<file path="src/ssfce_defines.svh">
`ifndef SSFCE_DEFINES_SVH
`define SSFCE_DEFINES_SVH
`define SSFCE_NCOND 12
`define SSFCE_MASK_ALL 13'h1FFF
`define SSFCE_MASK_NONE 13'h0000
`define SSFCE_BIT_CONST_VOLT 0
`define SSFCE_BIT_CONST_CURR 1
`define SSFCE_BIT_UNUSED 2
`define SSFCE_BIT_EXCESS_VOLT 3
`define SSFCE_BIT_OVERHEAT 4
`define SSFCE_BIT_EXT_SHUTDOWN 5
`define SSFCE_BIT_BACKOFF 6
`define SSFCE_BIT_ERR 7
`define SSFCE_BIT_POWER_UP 8
`define SSFCE_BIT_HOST_CTRL 9
`define SSFCE_BIT_LINE_LOSS 10
`define SSFCE_BIT_OUT_PROT 11
`define SSFCE_BIT_SENSE_PROT 12
`define SSFCE_VHI_CODE 16'hFFFF
`define SSFCE_VLO_CODE 16'h0000
`define SSFCE_DIV_STEPS 16
`endif

</file>
<file path="src/ssfce_pkg.sv">
package ssfce_pkg;
  typedef enum logic [7:0] {
    CMD_NONE = 8'h00,
    CMD_STATUS_QUERY = 8'h01,
    CMD_APPLY_HELD = 8'h02,
    CMD_ENABLE_NAMES = 8'h03,
    CMD_ENABLE_VALUE = 8'h04,
    CMD_ENABLE_ALL = 8'h05,
    CMD_ENABLE_NONE = 8'h06,
    CMD_ENABLE_QUERY = 8'h07,
    CMD_VCAL_DATA = 8'h08,
    CMD_VCAL_HIGH = 8'h09
  } ssfce_cmd_t;
  typedef struct packed {
    logic valid;
    ssfce_cmd_t code;
    logic [12:0] names;
    logic nameBad;
    logic [15:0] argA;
    logic [15:0] argB;
  } ssfce_req_t;
  typedef struct packed {
    logic valid;
    logic isEnable;
    logic [12:0] value;
  } ssfce_rsp_t;
  typedef struct packed {
    logic [15:0] volt;
    logic [15:0] curr;
  } ssfce_set_t;
  typedef enum logic [2:0] {
    ST_IDLE = 3'b001,
    ST_DIV = 3'b010,
    ST_DONE = 3'b100
  } ssfce_state_t;
endpackage

</file>
<file path="src/ssfce_engine.sv">
// Functional notes
// - Status query reports live status register
// - Status bits follow live conditions, no latch
// - Reply value is sum of set weights
// - Trigger moves held setpoints to active
// - Held values wait; active stays until trigger
// - Enable accepts comma list of names
// - Enable also accepts summed decimal value
// - Fault bit sets on enabled rising status
// - Unselected conditions cannot set status/fault
// - All/none keywords; reset mask is none
// - Mask query returns enabled weight sum
// - Voltage calibration computes and stores slope/offset
// - Arguments are measured low and high volts
// - High-point command drives calibration voltage
// - High-point voltage at top of range
// - Twelve conditions with power-of-two weights
`include "ssfce_defines.svh"
module ssfce_engine
  import ssfce_pkg::*;
(
  input wire logic core_clk,
  input wire logic rst,
  input ssfce_req_t req,
  input wire logic [12:0] condPins,
  input wire logic calibrationSession,
  input wire logic holdMode,
  input ssfce_set_t newSet,
  input wire logic newSetValid,
  output ssfce_rsp_t rsp,
  output logic reqReady,
  output logic [12:0] statusReg,
  output logic [12:0] faultReg,
  output logic [12:0] enableMask,
  output ssfce_set_t activeSet,
  output logic [15:0] calDrive,
  output logic calDriveEn,
  output logic [15:0] calSlope,
  output logic [15:0] calOffset,
  output logic calDone,
  output logic progError
);
  typedef struct packed {
    logic [12:0] syncA;
    logic [12:0] syncB;
    logic [12:0] status;
    logic [12:0] fault;
    logic [12:0] mask;
    ssfce_set_t held;
    ssfce_set_t active;
    ssfce_rsp_t rsp;
    ssfce_state_t state;
    logic divStart;
    logic [15:0] vlo;
    logic [15:0] vhi;
    logic [15:0] calDrive;
    logic calDriveEn;
    logic [15:0] slope;
    logic [15:0] offset;
    logic calDone;
    logic progError;
  } ssfce_eng_st_t;
  ssfce_eng_st_t st_ff;
  ssfce_eng_st_t nxt_st;
  logic divBusy;
  logic [15:0] divQuot;
  logic [12:0] liveCond;
  logic [15:0] span;
  logic [31:0] slopeLo;

  ssfce_divider u_div (
    .core_clk(core_clk),
    .rst(rst),
    .start(st_ff.divStart),
    .num(16'hFFFF),
    .den(span),
    .busy(divBusy),
    .quot(divQuot)
  );

  always_comb
  begin
    liveCond = st_ff.syncB & st_ff.mask;
    liveCond[`SSFCE_BIT_UNUSED] = 1'b0;
    span = (st_ff.vhi > st_ff.vlo) ? (st_ff.vhi - st_ff.vlo) : 16'h0001;
    slopeLo = 32'(divQuot) * 32'(st_ff.vlo);
    nxt_st = st_ff;
    nxt_st.rsp.valid = 1'b0;
    nxt_st.divStart = 1'b0;
    nxt_st.calDone = 1'b0;
    nxt_st.progError = 1'b0;
    nxt_st.syncA = condPins;
    nxt_st.syncB = st_ff.syncA;
    nxt_st.status = liveCond;
    nxt_st.fault = st_ff.fault | (liveCond & ~st_ff.status);
    if (newSetValid)
    begin
      if (holdMode)
        nxt_st.held = newSet;
      else
        nxt_st.active = newSet;
    end
    unique case (st_ff.state)
      ST_IDLE:
      begin
        if (req.valid)
        begin
          unique case (req.code)
            CMD_STATUS_QUERY:
            begin
              nxt_st.rsp = '{valid: 1'b1, isEnable: 1'b0,
                value: st_ff.status};
            end
            CMD_APPLY_HELD:
              nxt_st.active = st_ff.held;
            CMD_ENABLE_NAMES:
            begin
              if (req.nameBad)
                nxt_st.progError = 1'b1;
              else
                nxt_st.mask = st_ff.mask | req.names;
            end
            CMD_ENABLE_VALUE:
              nxt_st.mask = st_ff.mask | req.argA[12:0];
            CMD_ENABLE_ALL:
              nxt_st.mask = `SSFCE_MASK_ALL;
            CMD_ENABLE_NONE:
              nxt_st.mask = `SSFCE_MASK_NONE;
            CMD_ENABLE_QUERY:
            begin
              nxt_st.rsp = '{valid: 1'b1, isEnable: 1'b1,
                value: st_ff.mask};
            end
            CMD_VCAL_HIGH:
            begin
              if (calibrationSession)
              begin
                nxt_st.calDrive = `SSFCE_VHI_CODE;
                nxt_st.calDriveEn = 1'b1;
              end
              else
                nxt_st.progError = 1'b1;
            end
            CMD_VCAL_DATA:
            begin
              if (calibrationSession)
              begin
                nxt_st.vlo = req.argA;
                nxt_st.vhi = req.argB;
                nxt_st.divStart = 1'b1;
                nxt_st.state = ST_DIV;
              end
              else
                nxt_st.progError = 1'b1;
            end
            default:
              nxt_st.progError = 1'b1;
          endcase
        end
      end
      ST_DIV:
      begin
        if (!st_ff.divStart && !divBusy)
          nxt_st.state = ST_DONE;
      end
      ST_DONE:
      begin
        nxt_st.slope = divQuot;
        nxt_st.offset = 16'h0000 - slopeLo[31:16];
        nxt_st.calDone = 1'b1;
        nxt_st.calDriveEn = 1'b0;
        nxt_st.calDrive = `SSFCE_VLO_CODE;
        nxt_st.state = ST_IDLE;
      end
    endcase
  end

  always_ff @(posedge core_clk)
  begin
    if (rst)
    begin
      st_ff <= '0;
      st_ff.mask <= `SSFCE_MASK_NONE;
      st_ff.state <= ST_IDLE;
    end
    else
      st_ff <= nxt_st;
  end

  assign reqReady = (st_ff.state == ST_IDLE);
  assign rsp = st_ff.rsp;
  assign statusReg = st_ff.status;
  assign faultReg = st_ff.fault;
  assign enableMask = st_ff.mask;
  assign activeSet = st_ff.active;
  assign calDrive = st_ff.calDrive;
  assign calDriveEn = st_ff.calDriveEn;
  assign calSlope = st_ff.slope;
  assign calOffset = st_ff.offset;
  assign calDone = st_ff.calDone;
  assign progError = st_ff.progError;

  property p_status_follow;
    @(posedge core_clk) disable iff (rst)
    1'b1 |=> statusReg == ($past(st_ff.syncB) & $past(enableMask) &
      13'h1FFB);
  endproperty
  a_status_follow: assert property (p_status_follow)
    else $error("status not following condition");
  property p_fault_set;
    @(posedge core_clk) disable iff (rst)
    (liveCond[0] && !statusReg[0]) |=> faultReg[0];
  endproperty
  a_fault_set: assert property (p_fault_set)
    else $error("fault bit missed rising edge");
  property p_masked;
    @(posedge core_clk) disable iff (rst)
    1'b1 |-> (statusReg & ~st_ff.mask & ~$past(st_ff.mask)) == 13'h0000;
  endproperty
  a_masked: assert property (p_masked)
    else $error("masked condition in status");
  property p_stsq;
    @(posedge core_clk) disable iff (rst)
    (req.valid && reqReady && req.code == CMD_STATUS_QUERY) |=>
      rsp.valid && !rsp.isEnable && rsp.value == $past(statusReg);
  endproperty
  a_stsq: assert property (p_stsq)
    else $error("bad status reply");
  property p_maskq;
    @(posedge core_clk) disable iff (rst)
    (req.valid && reqReady && req.code == CMD_ENABLE_QUERY) |=>
      rsp.valid && rsp.isEnable && rsp.value == $past(enableMask);
  endproperty
  a_maskq: assert property (p_maskq)
    else $error("bad mask reply");
  property p_trig;
    @(posedge core_clk) disable iff (rst)
    (req.valid && reqReady && req.code == CMD_APPLY_HELD && !newSetValid)
      |=> activeSet == $past(st_ff.held);
  endproperty
  a_trig: assert property (p_trig)
    else $error("held set not applied");
  property p_hold;
    @(posedge core_clk) disable iff (rst)
    (holdMode && !(req.valid && reqReady && req.code == CMD_APPLY_HELD))
      |=> $stable(activeSet);
  endproperty
  a_hold: assert property (p_hold)
    else $error("active changed while holding");
  property p_badname;
    @(posedge core_clk) disable iff (rst)
    (req.valid && reqReady && req.code == CMD_ENABLE_NAMES && req.nameBad)
      |=> $stable(enableMask) && progError;
  endproperty
  a_badname: assert property (p_badname)
    else $error("bad name changed mask");
  property p_vhi;
    @(posedge core_clk) disable iff (rst)
    (req.valid && reqReady && req.code == CMD_VCAL_HIGH &&
      calibrationSession) |=> calDriveEn && calDrive == 16'hFFFF;
  endproperty
  a_vhi: assert property (p_vhi)
    else $error("high point not driven");
  property p_cal;
    @(posedge core_clk) disable iff (rst)
    (req.valid && reqReady && req.code == CMD_VCAL_DATA &&
      calibrationSession) |=> ##[1:24] calDone;
  endproperty
  a_cal: assert property (p_cal)
    else $error("calibration never finished");
  c_fault: cover property (@(posedge core_clk) $rose(faultReg[3]));
  c_cal: cover property (@(posedge core_clk) calDone);
  c_trig: cover property (@(posedge core_clk)
    req.valid && req.code == CMD_APPLY_HELD);
endmodule

</file>
<file path="src/ssfce_divider.sv">
`include "ssfce_defines.svh"
module ssfce_divider
  import ssfce_pkg::*;
(
  input wire logic core_clk,
  input wire logic rst,
  input wire logic start,
  input wire logic [15:0] num,
  input wire logic [15:0] den,
  output logic busy,
  output logic [15:0] quot
);
  typedef struct packed {
    logic busy;
    logic [4:0] cnt;
    logic [16:0] remd;
    logic [15:0] q;
    logic [15:0] d;
  } ssfce_div_st_t;
  ssfce_div_st_t st_ff;
  ssfce_div_st_t nxt_st;
  logic [16:0] trial;
  always_comb
  begin
    nxt_st = st_ff;
    trial = {st_ff.remd[15:0], st_ff.q[15]} - {1'b0, st_ff.d};
    if (start && !st_ff.busy)
    begin
      nxt_st.busy = 1'b1;
      nxt_st.cnt = 5'h00;
      nxt_st.remd = 17'h00000;
      nxt_st.q = num;
      nxt_st.d = den;
    end
    else if (st_ff.busy)
    begin
      if (!trial[16])
      begin
        nxt_st.remd = trial;
        nxt_st.q = {st_ff.q[14:0], 1'b1};
      end
      else
      begin
        nxt_st.remd = {st_ff.remd[15:0], st_ff.q[15]};
        nxt_st.q = {st_ff.q[14:0], 1'b0};
      end
      nxt_st.cnt = st_ff.cnt + 5'h01;
      if (st_ff.cnt == 5'(`SSFCE_DIV_STEPS - 1))
        nxt_st.busy = 1'b0;
    end
  end
  always_ff @(posedge core_clk)
  begin
    if (rst)
      st_ff <= '0;
    else
      st_ff <= nxt_st;
  end
  assign busy = st_ff.busy;
  assign quot = st_ff.q;
endmodule

</file>
<file path="config.mk">
export PLATFORM = sky130hd
export DESIGN_NAME = ssfce_engine
export DESIGN_NICKNAME = d
export VERILOG_FILES = /design/src/ssfce_pkg.sv /design/src/ssfce_engine.sv /design/src/ssfce_divider.sv
export VERILOG_INCLUDE_DIRS = /design/src
export SDC_FILE = /design/constraint.sdc
export NUM_CORES = 1
export LEC_CHECK = 0
export BUFFER_PORTS_ARGS = -buffer_cell sky130_fd_sc_hd__buf_2
export CORE_UTILIZATION = 50
export CTS_CLUSTER_DIAMETER = 30
export CTS_CLUSTER_SIZE = 16
export DETAILED_ROUTE_END_ITERATION = 12
export GPL_ROUTABILITY_DRIVEN = 0
export HOLD_SLACK_MARGIN = 0.03
export PLACE_DENSITY = 0.7
export SYNTH_ARGS = -nofsm -noshare
export SYNTH_HDL_FRONTEND = slang
export SYNTH_SLANG_ARGS = --single-unit
</file>
<file path="constraint.sdc">
create_clock -name core_clk -period 9.61 [get_ports core_clk]
set_clock_uncertainty 0.1 [all_clocks]
set_input_delay 1.922 -clock core_clk [delete_from_list [all_inputs] [get_ports core_clk]]
set_output_delay 1.922 -clock core_clk [all_outputs]
set_load 0.01 [all_outputs]
</file>
Word-level counts from Yosys, hierarchy flattened
Index checks and enable logic that the tools add are counted.

cells by class
  $mul = 1
  bitwise gates (word level) = 9
  equal/unequal tests = 19
  reductions and logical operators = 19
  muxes and demuxes = 24
  order comparisons = 1
  add/subtract/negate cells = 4

operators with widths
  kind                     count
  $mux W100                1
  $mux W32                 3
  $mux W39                 2
  $mux W36                 2
  $pmux W13 S4             1
  $mux W47                 1
  $or A13 B13 Y13          3
  $mux W17                 2
  $pmux W17 S2             1
  $mux W33                 1
  $eq A8 B3 Y1 const B     4
  $mul A16 B16 Y32         1
  $pmux W15 S2             1
  $and A13 B13 Y13         2
  $sub A17 B16 Y17         1
  $eq A8 B2 Y1 const B     2
  $eq A8 B4 Y1 const B     2
  $gt A16 B16 Y1           1
  $mux W16                 1
  $reduce_and A4 Y1        4
  $sub A1 B16 Y16 const A  1
  $sub A16 B16 Y16         1
  $mux W13                 1
  $not A13 Y13             1
  23 further kinds         37

word-level totals
  logic and storage cells = 105
  register bits = 286
  input bits = 105
  output and inout port bits = 138

Longest topological paths before layout
  depth in word-level cells = 5
  gate-level depth with buffers = 28
  depth with buffers taken out = 26

Hierarchy
Synthesis repeated with hierarchy kept, for this count alone.

second synthesis, totals
  cell total of the unflattened synthesis = 2569
  area total of the unflattened synthesis = 21220.4 µm²

by module, submodules not included
  module         area an instance (µm²)  times used  sequential area each (µm²)  cells each
  ssfce_engine   17948.5                 1           4224.1                      2165
  ssfce_divider  3271.9                  1           1081.0                      404

Worst setup path after synthesis
OpenSTA, ideal clock, no wires.

  path type = reg2reg
  start = register u_div.st_ff, in the netlist u_div.quot[10]
  end = register st_ff, in the netlist calOffset[15]
  stages on the path, launching flop included = 25
  buffers on the path = 2
  setup slack = 2.289 ns
  library setup time = 0.091 ns
  arrival = 7.130 ns
  period minus slack after synthesis = 7.321 ns
  data required time = 9.419 ns
  path through = dfxtp_1 > clkbuf_1 > clkbuf_1 > nand2_1 > fa_1 > fa_1 > fa_1 > fa_1 > inv_1 > fa_1 > inv_1 > fa_1 > inv_1 > ha_1 > a21oi_1 > o21ai_0 > a2111oi_0 > o21ai_0 > o211ai_1 > o211ai_1 > or3_4 > nor4_4 > mux2_2 > or4_1 > a311oi_1

between the ends
  word-level cells in the longest chain between the ends = 2

ends and longest elaborated chain
  element                 RTL line             source
  start, declared         ssfce_divider.sv:20  ssfce_div_st_t st_ff;
  start signal, assigned  ssfce_divider.sv:57  st_ff <= nxt_st;
  $mul A16 B16 Y32        ssfce_engine.sv:86   slopeLo = 32'(divQuot) * 32'(st_ff.vlo);
  $sub A1 B16 Y16         ssfce_engine.sv:169  nxt_st.offset = 16'h0000 - slopeLo[31:16];
  end signal, assigned    ssfce_engine.sv:187  st_ff <= nxt_st;
  end, declared           ssfce_engine.sv:63   ssfce_eng_st_t st_ff;

Every way passes these cells.
A chain may end at the register's enable or synchronous reset.

Worst setup path after layout
  start = register st_ff[74] (netlist name)
  end = register st_ff, in the netlist calOffset[15]

between the ends
  word-level cells in the longest chain between the ends = 2

ends and longest elaborated chain
  element           RTL line
  $mul A16 B16 Y32  ssfce_engine.sv:86
  $sub A1 B16 Y16   ssfce_engine.sv:169

Every way passes these cells.

==> results.toml <==
[status]
outcome = "finished, violations left"
violations = "DRC"

[synthesis]
yosysSeqAreaShare_pct = 25.4
netlist_area_um2 = 20900
synth-seq-cells = 265
synth_cells = 2535
ys_types = 73
synth_edf_count = 0
yosys_warnings = 0
async_flop_share_pct = 0
syn_avg_cell_area_um2 = 8.24
synth_flop_cell = "dfxtp_1"

[worst_setup_path]
cp_max_fo = 18
crit_chain = "nand2_1 > fa_1 > fa_1 > inv_1 > fa_1 > fa_1 > fa_1 > inv_1 > fa_1 > inv_1 > ha_1 > nand2_1 > o21ai_0 > a2111oi_4 > o21a_1 > o21ai_0 > o211ai_2 > nor4_4 > mux2_2 > or4_1 > a311oi_1"
critPathKind = "reg -> reg"
arrival_ns = 8.59
path_common_cell = "fa_1"
crit_path_end_kind = "flip-flop"
required_ns = 9.97
cp-start-kind = "flip-flop"
critPathSlowestCell = "dfxtp_1"
path_buf_inv = 3
critPathMaxStageDelay_ns = 0.97
cp_top_family = "adder cells"

[routing]
first_iter_violations = 958
vias = 17200
finalWirelength_um = 52700
dr.pass1.iters = 9
ant_nets = 0
viasPerCell = 5.46
wl_per_cell_um = 16.7
drc_errors = 2

[cts]
postCtsSetupRepairBufs = 0
ctsHoldBuffers = 0
cts-buffers-inserted = 50
cts_buffer_depth = 3
cts_resized = 0
clock-sinks = 265
worstSkewPairLatency_ns = 0.58
clkSlewWorstSetupHoldPaths_ns = 0.06
root_buffer = "clkbuf_16"
htree_num_levels = 2
cts_tree = "yes"

[timing]
worst_slew_pin_slew_ns = 1.25
fmax_ghz = 0.121
setup_viol = 0
setup_tns_ns = 0
period_needed_ns = 8.23
slew_headroom_pct = 16.4
grt_setup_unrepaired = "false"
finalMaxSlewViolations = 0
hold_violations = 0
post-route-period-util_pct = 85.7

[power_and_ir_drop]
power_density_nw_per_um2 = 134
leakage_uw = 0.0109
ir_drop_v = 0.000158

[placement]
hpwlAfterDp_um = 38600
port_buffers = 239

[floorplanning]
core_um2 = 41000
rows = 74
io_pins = 243
start_util_pct = 50.9
die-area_um2 = 42600
die_y_um = 206
die_w_um = 206

[layout]
drive_gt1_share_pct = 14.0
fillers = 3638
post-route-util_pct = 56.7
fin_nets = 3007
area_delta_synth_final_pct = 11.3

[grt]
overflow = 0
antenna_found_initial = 4
grt_pass1_vias = 17100
grt_max_degree = 85
grt_pass1_wl_um = 86100
groute.usage.overall_pct = 25.1

[flow_run]
cap_violations = 0

[hold_path]
worstHoldPathType = "reg -> reg"
## through the flow
stage               power (uW)  hold slack [ns]  std cells  setup slack (ns)  instance area [um2]
floorplan                 1220            0.314       2536              2.29                20900
global placement          1250            0.319       3051              1.68                21400
detailed placement        1250            0.325       3051              1.56                21400
CTS                       3150            0.337       3144              1.51                23200
global route              3220            0.355       3146              1.04                23200
finish                    3120            0.332       3150              1.38                23200
## final timing paths
path                                              from                         end  slack (ns)  depth (start not counted)
worst max register to register  st_ff[74]$_SDFFE_PP0P_  calOffset[15]$_SDFFE_PP0P_        1.38                         21
worst min register to register  nxt_st[210]$_SDFF_PP0_       st_ff[210]$_SDFF_PP0_        0.33                          1
worst min-delay path            nxt_st[210]$_SDFF_PP0_       st_ff[210]$_SDFF_PP0_        0.33                          1
worst max-delay path            st_ff[74]$_SDFFE_PP0P_  calOffset[15]$_SDFFE_PP0P_        1.38                         21
## where the power goes
part / internal (uW) / leakage [uW] / switching (uW)
Sequential: 1120 / 0.00215 / 9.00
Clock: 1250 / 0.000867 / 640
Combinational: 41.8 / 0.00789 / 61.8
Total: 2410 / 0.0109 / 711
## placed cells by master (no fill, tap or decap), types with 50 or more instances in the layout
master | netlist | final
nand2_1 | 431 | 430
inv_1 | 276 | 276
dfxtp_1 | 265 | 265
buf_2 | 3 | 238
nor2_1 | 199 | 199
fa_1 | 195 | 195
a21oi_1 | 154 | 154
ha_1 | 136 | 136
and2_1 | 103 | 103
o21ai_0 | 53 | 53
nor3_1 | 50 | 50
clkbuf_16 | 0 | 50
## final cells by class
type	count	area, um2	share of cell area, %
clock inverter	36	537	2.31
inverter	277	1040	4.47
clock buffer	57	1330	5.71
antenna	6	15.0	0.0646
tap	532	666	2.86
sequential	265	5310	22.8
timing repair buffer	255	1320	5.69
multi-input combinational	1722	13000	56.1
## cells in the mapped netlist (14+ instances only)
| cell type | n | area share (%) |
|---|---|---|
| nand2_1 | 431 | 7.7 |
| inv_1 | 276 | 5.0 |
| dfxtp_1 | 265 | 25 |
| nor2_1 | 199 | 3.6 |
| fa_1 | 195 | 19 |
| a21oi_1 | 154 | 3.7 |
| ha_1 | 136 | 8.1 |
| buf_4 | 134 | 4.8 |
| clkbuf_1 | 128 | 2.3 |
| and2_1 | 103 | 3.1 |
| o21ai_0 | 53 | 1.3 |
| nor3_1 | 50 | 1.2 |
| a211oi_1 | 45 | 1.6 |
| mux2i_1 | 45 | 2.2 |
| nor2b_1 | 33 | 0.99 |
| xnor2_1 | 32 | 1.3 |
| nand3_1 | 22 | 0.53 |
| o21a_1 | 21 | 0.75 |
| a21o_1 | 18 | 0.65 |
| a31oi_1 | 18 | 0.54 |
| a22oi_1 | 14 | 0.50 |
| nand4_1 | 14 | 0.42 |
## registers in the layout, summed over array words and instances (netlist names), 13 cells and up
name,cells
activeSet,32
st_ff,80
enableMask,13
u_div.quot,16
rsp,15
calOffset,16
u_div.st_ff,37
calSlope,16
## kinds of logic after synthesis
kind of cell             count (synthesis)  share of synthesized area [%]
multiplexers                            46                           2.21
XOR/XNOR                                45                           1.89
flip-flops                             265                           25.4
AND/OR/NAND/NOR                        909                           19.5
adder cells (fa/ha/maj)                331                           26.8
other                                    1                         0.0179
buffers and inverters                  549                           12.3
AO/OA/AOI/OAI                          389                           11.9
## routing by layer
metal	routed length [um]	track usage, %	up-vias
li1	-	-	8124
met1	21500	31.3	8338
met2	25400	42.0	587
met3	3830	5.58	140
met4	1880	9.80	4
met5	20	0	-
## worst register-to-register path, cell delays in order (launching register included)
cell,delay (ns)
dfxtp_1,0.97
nand2_1,0.22
fa_1,0.54
fa_1,0.52
inv_1,0.06
fa_1,0.55
fa_1,0.42
fa_1,0.49
inv_1,0.05
fa_1,0.47
inv_1,0.04
ha_1,0.41
nand2_1,0.14
o21ai_0,0.58
a2111oi_4,0.18
o21a_1,0.20
o21ai_0,0.54
o211ai_2,0.22
nor4_4,0.25
mux2_2,0.38
or4_1,0.51
a311oi_1,0.25
No activity file was read; power rests on OpenSTA's default activity.
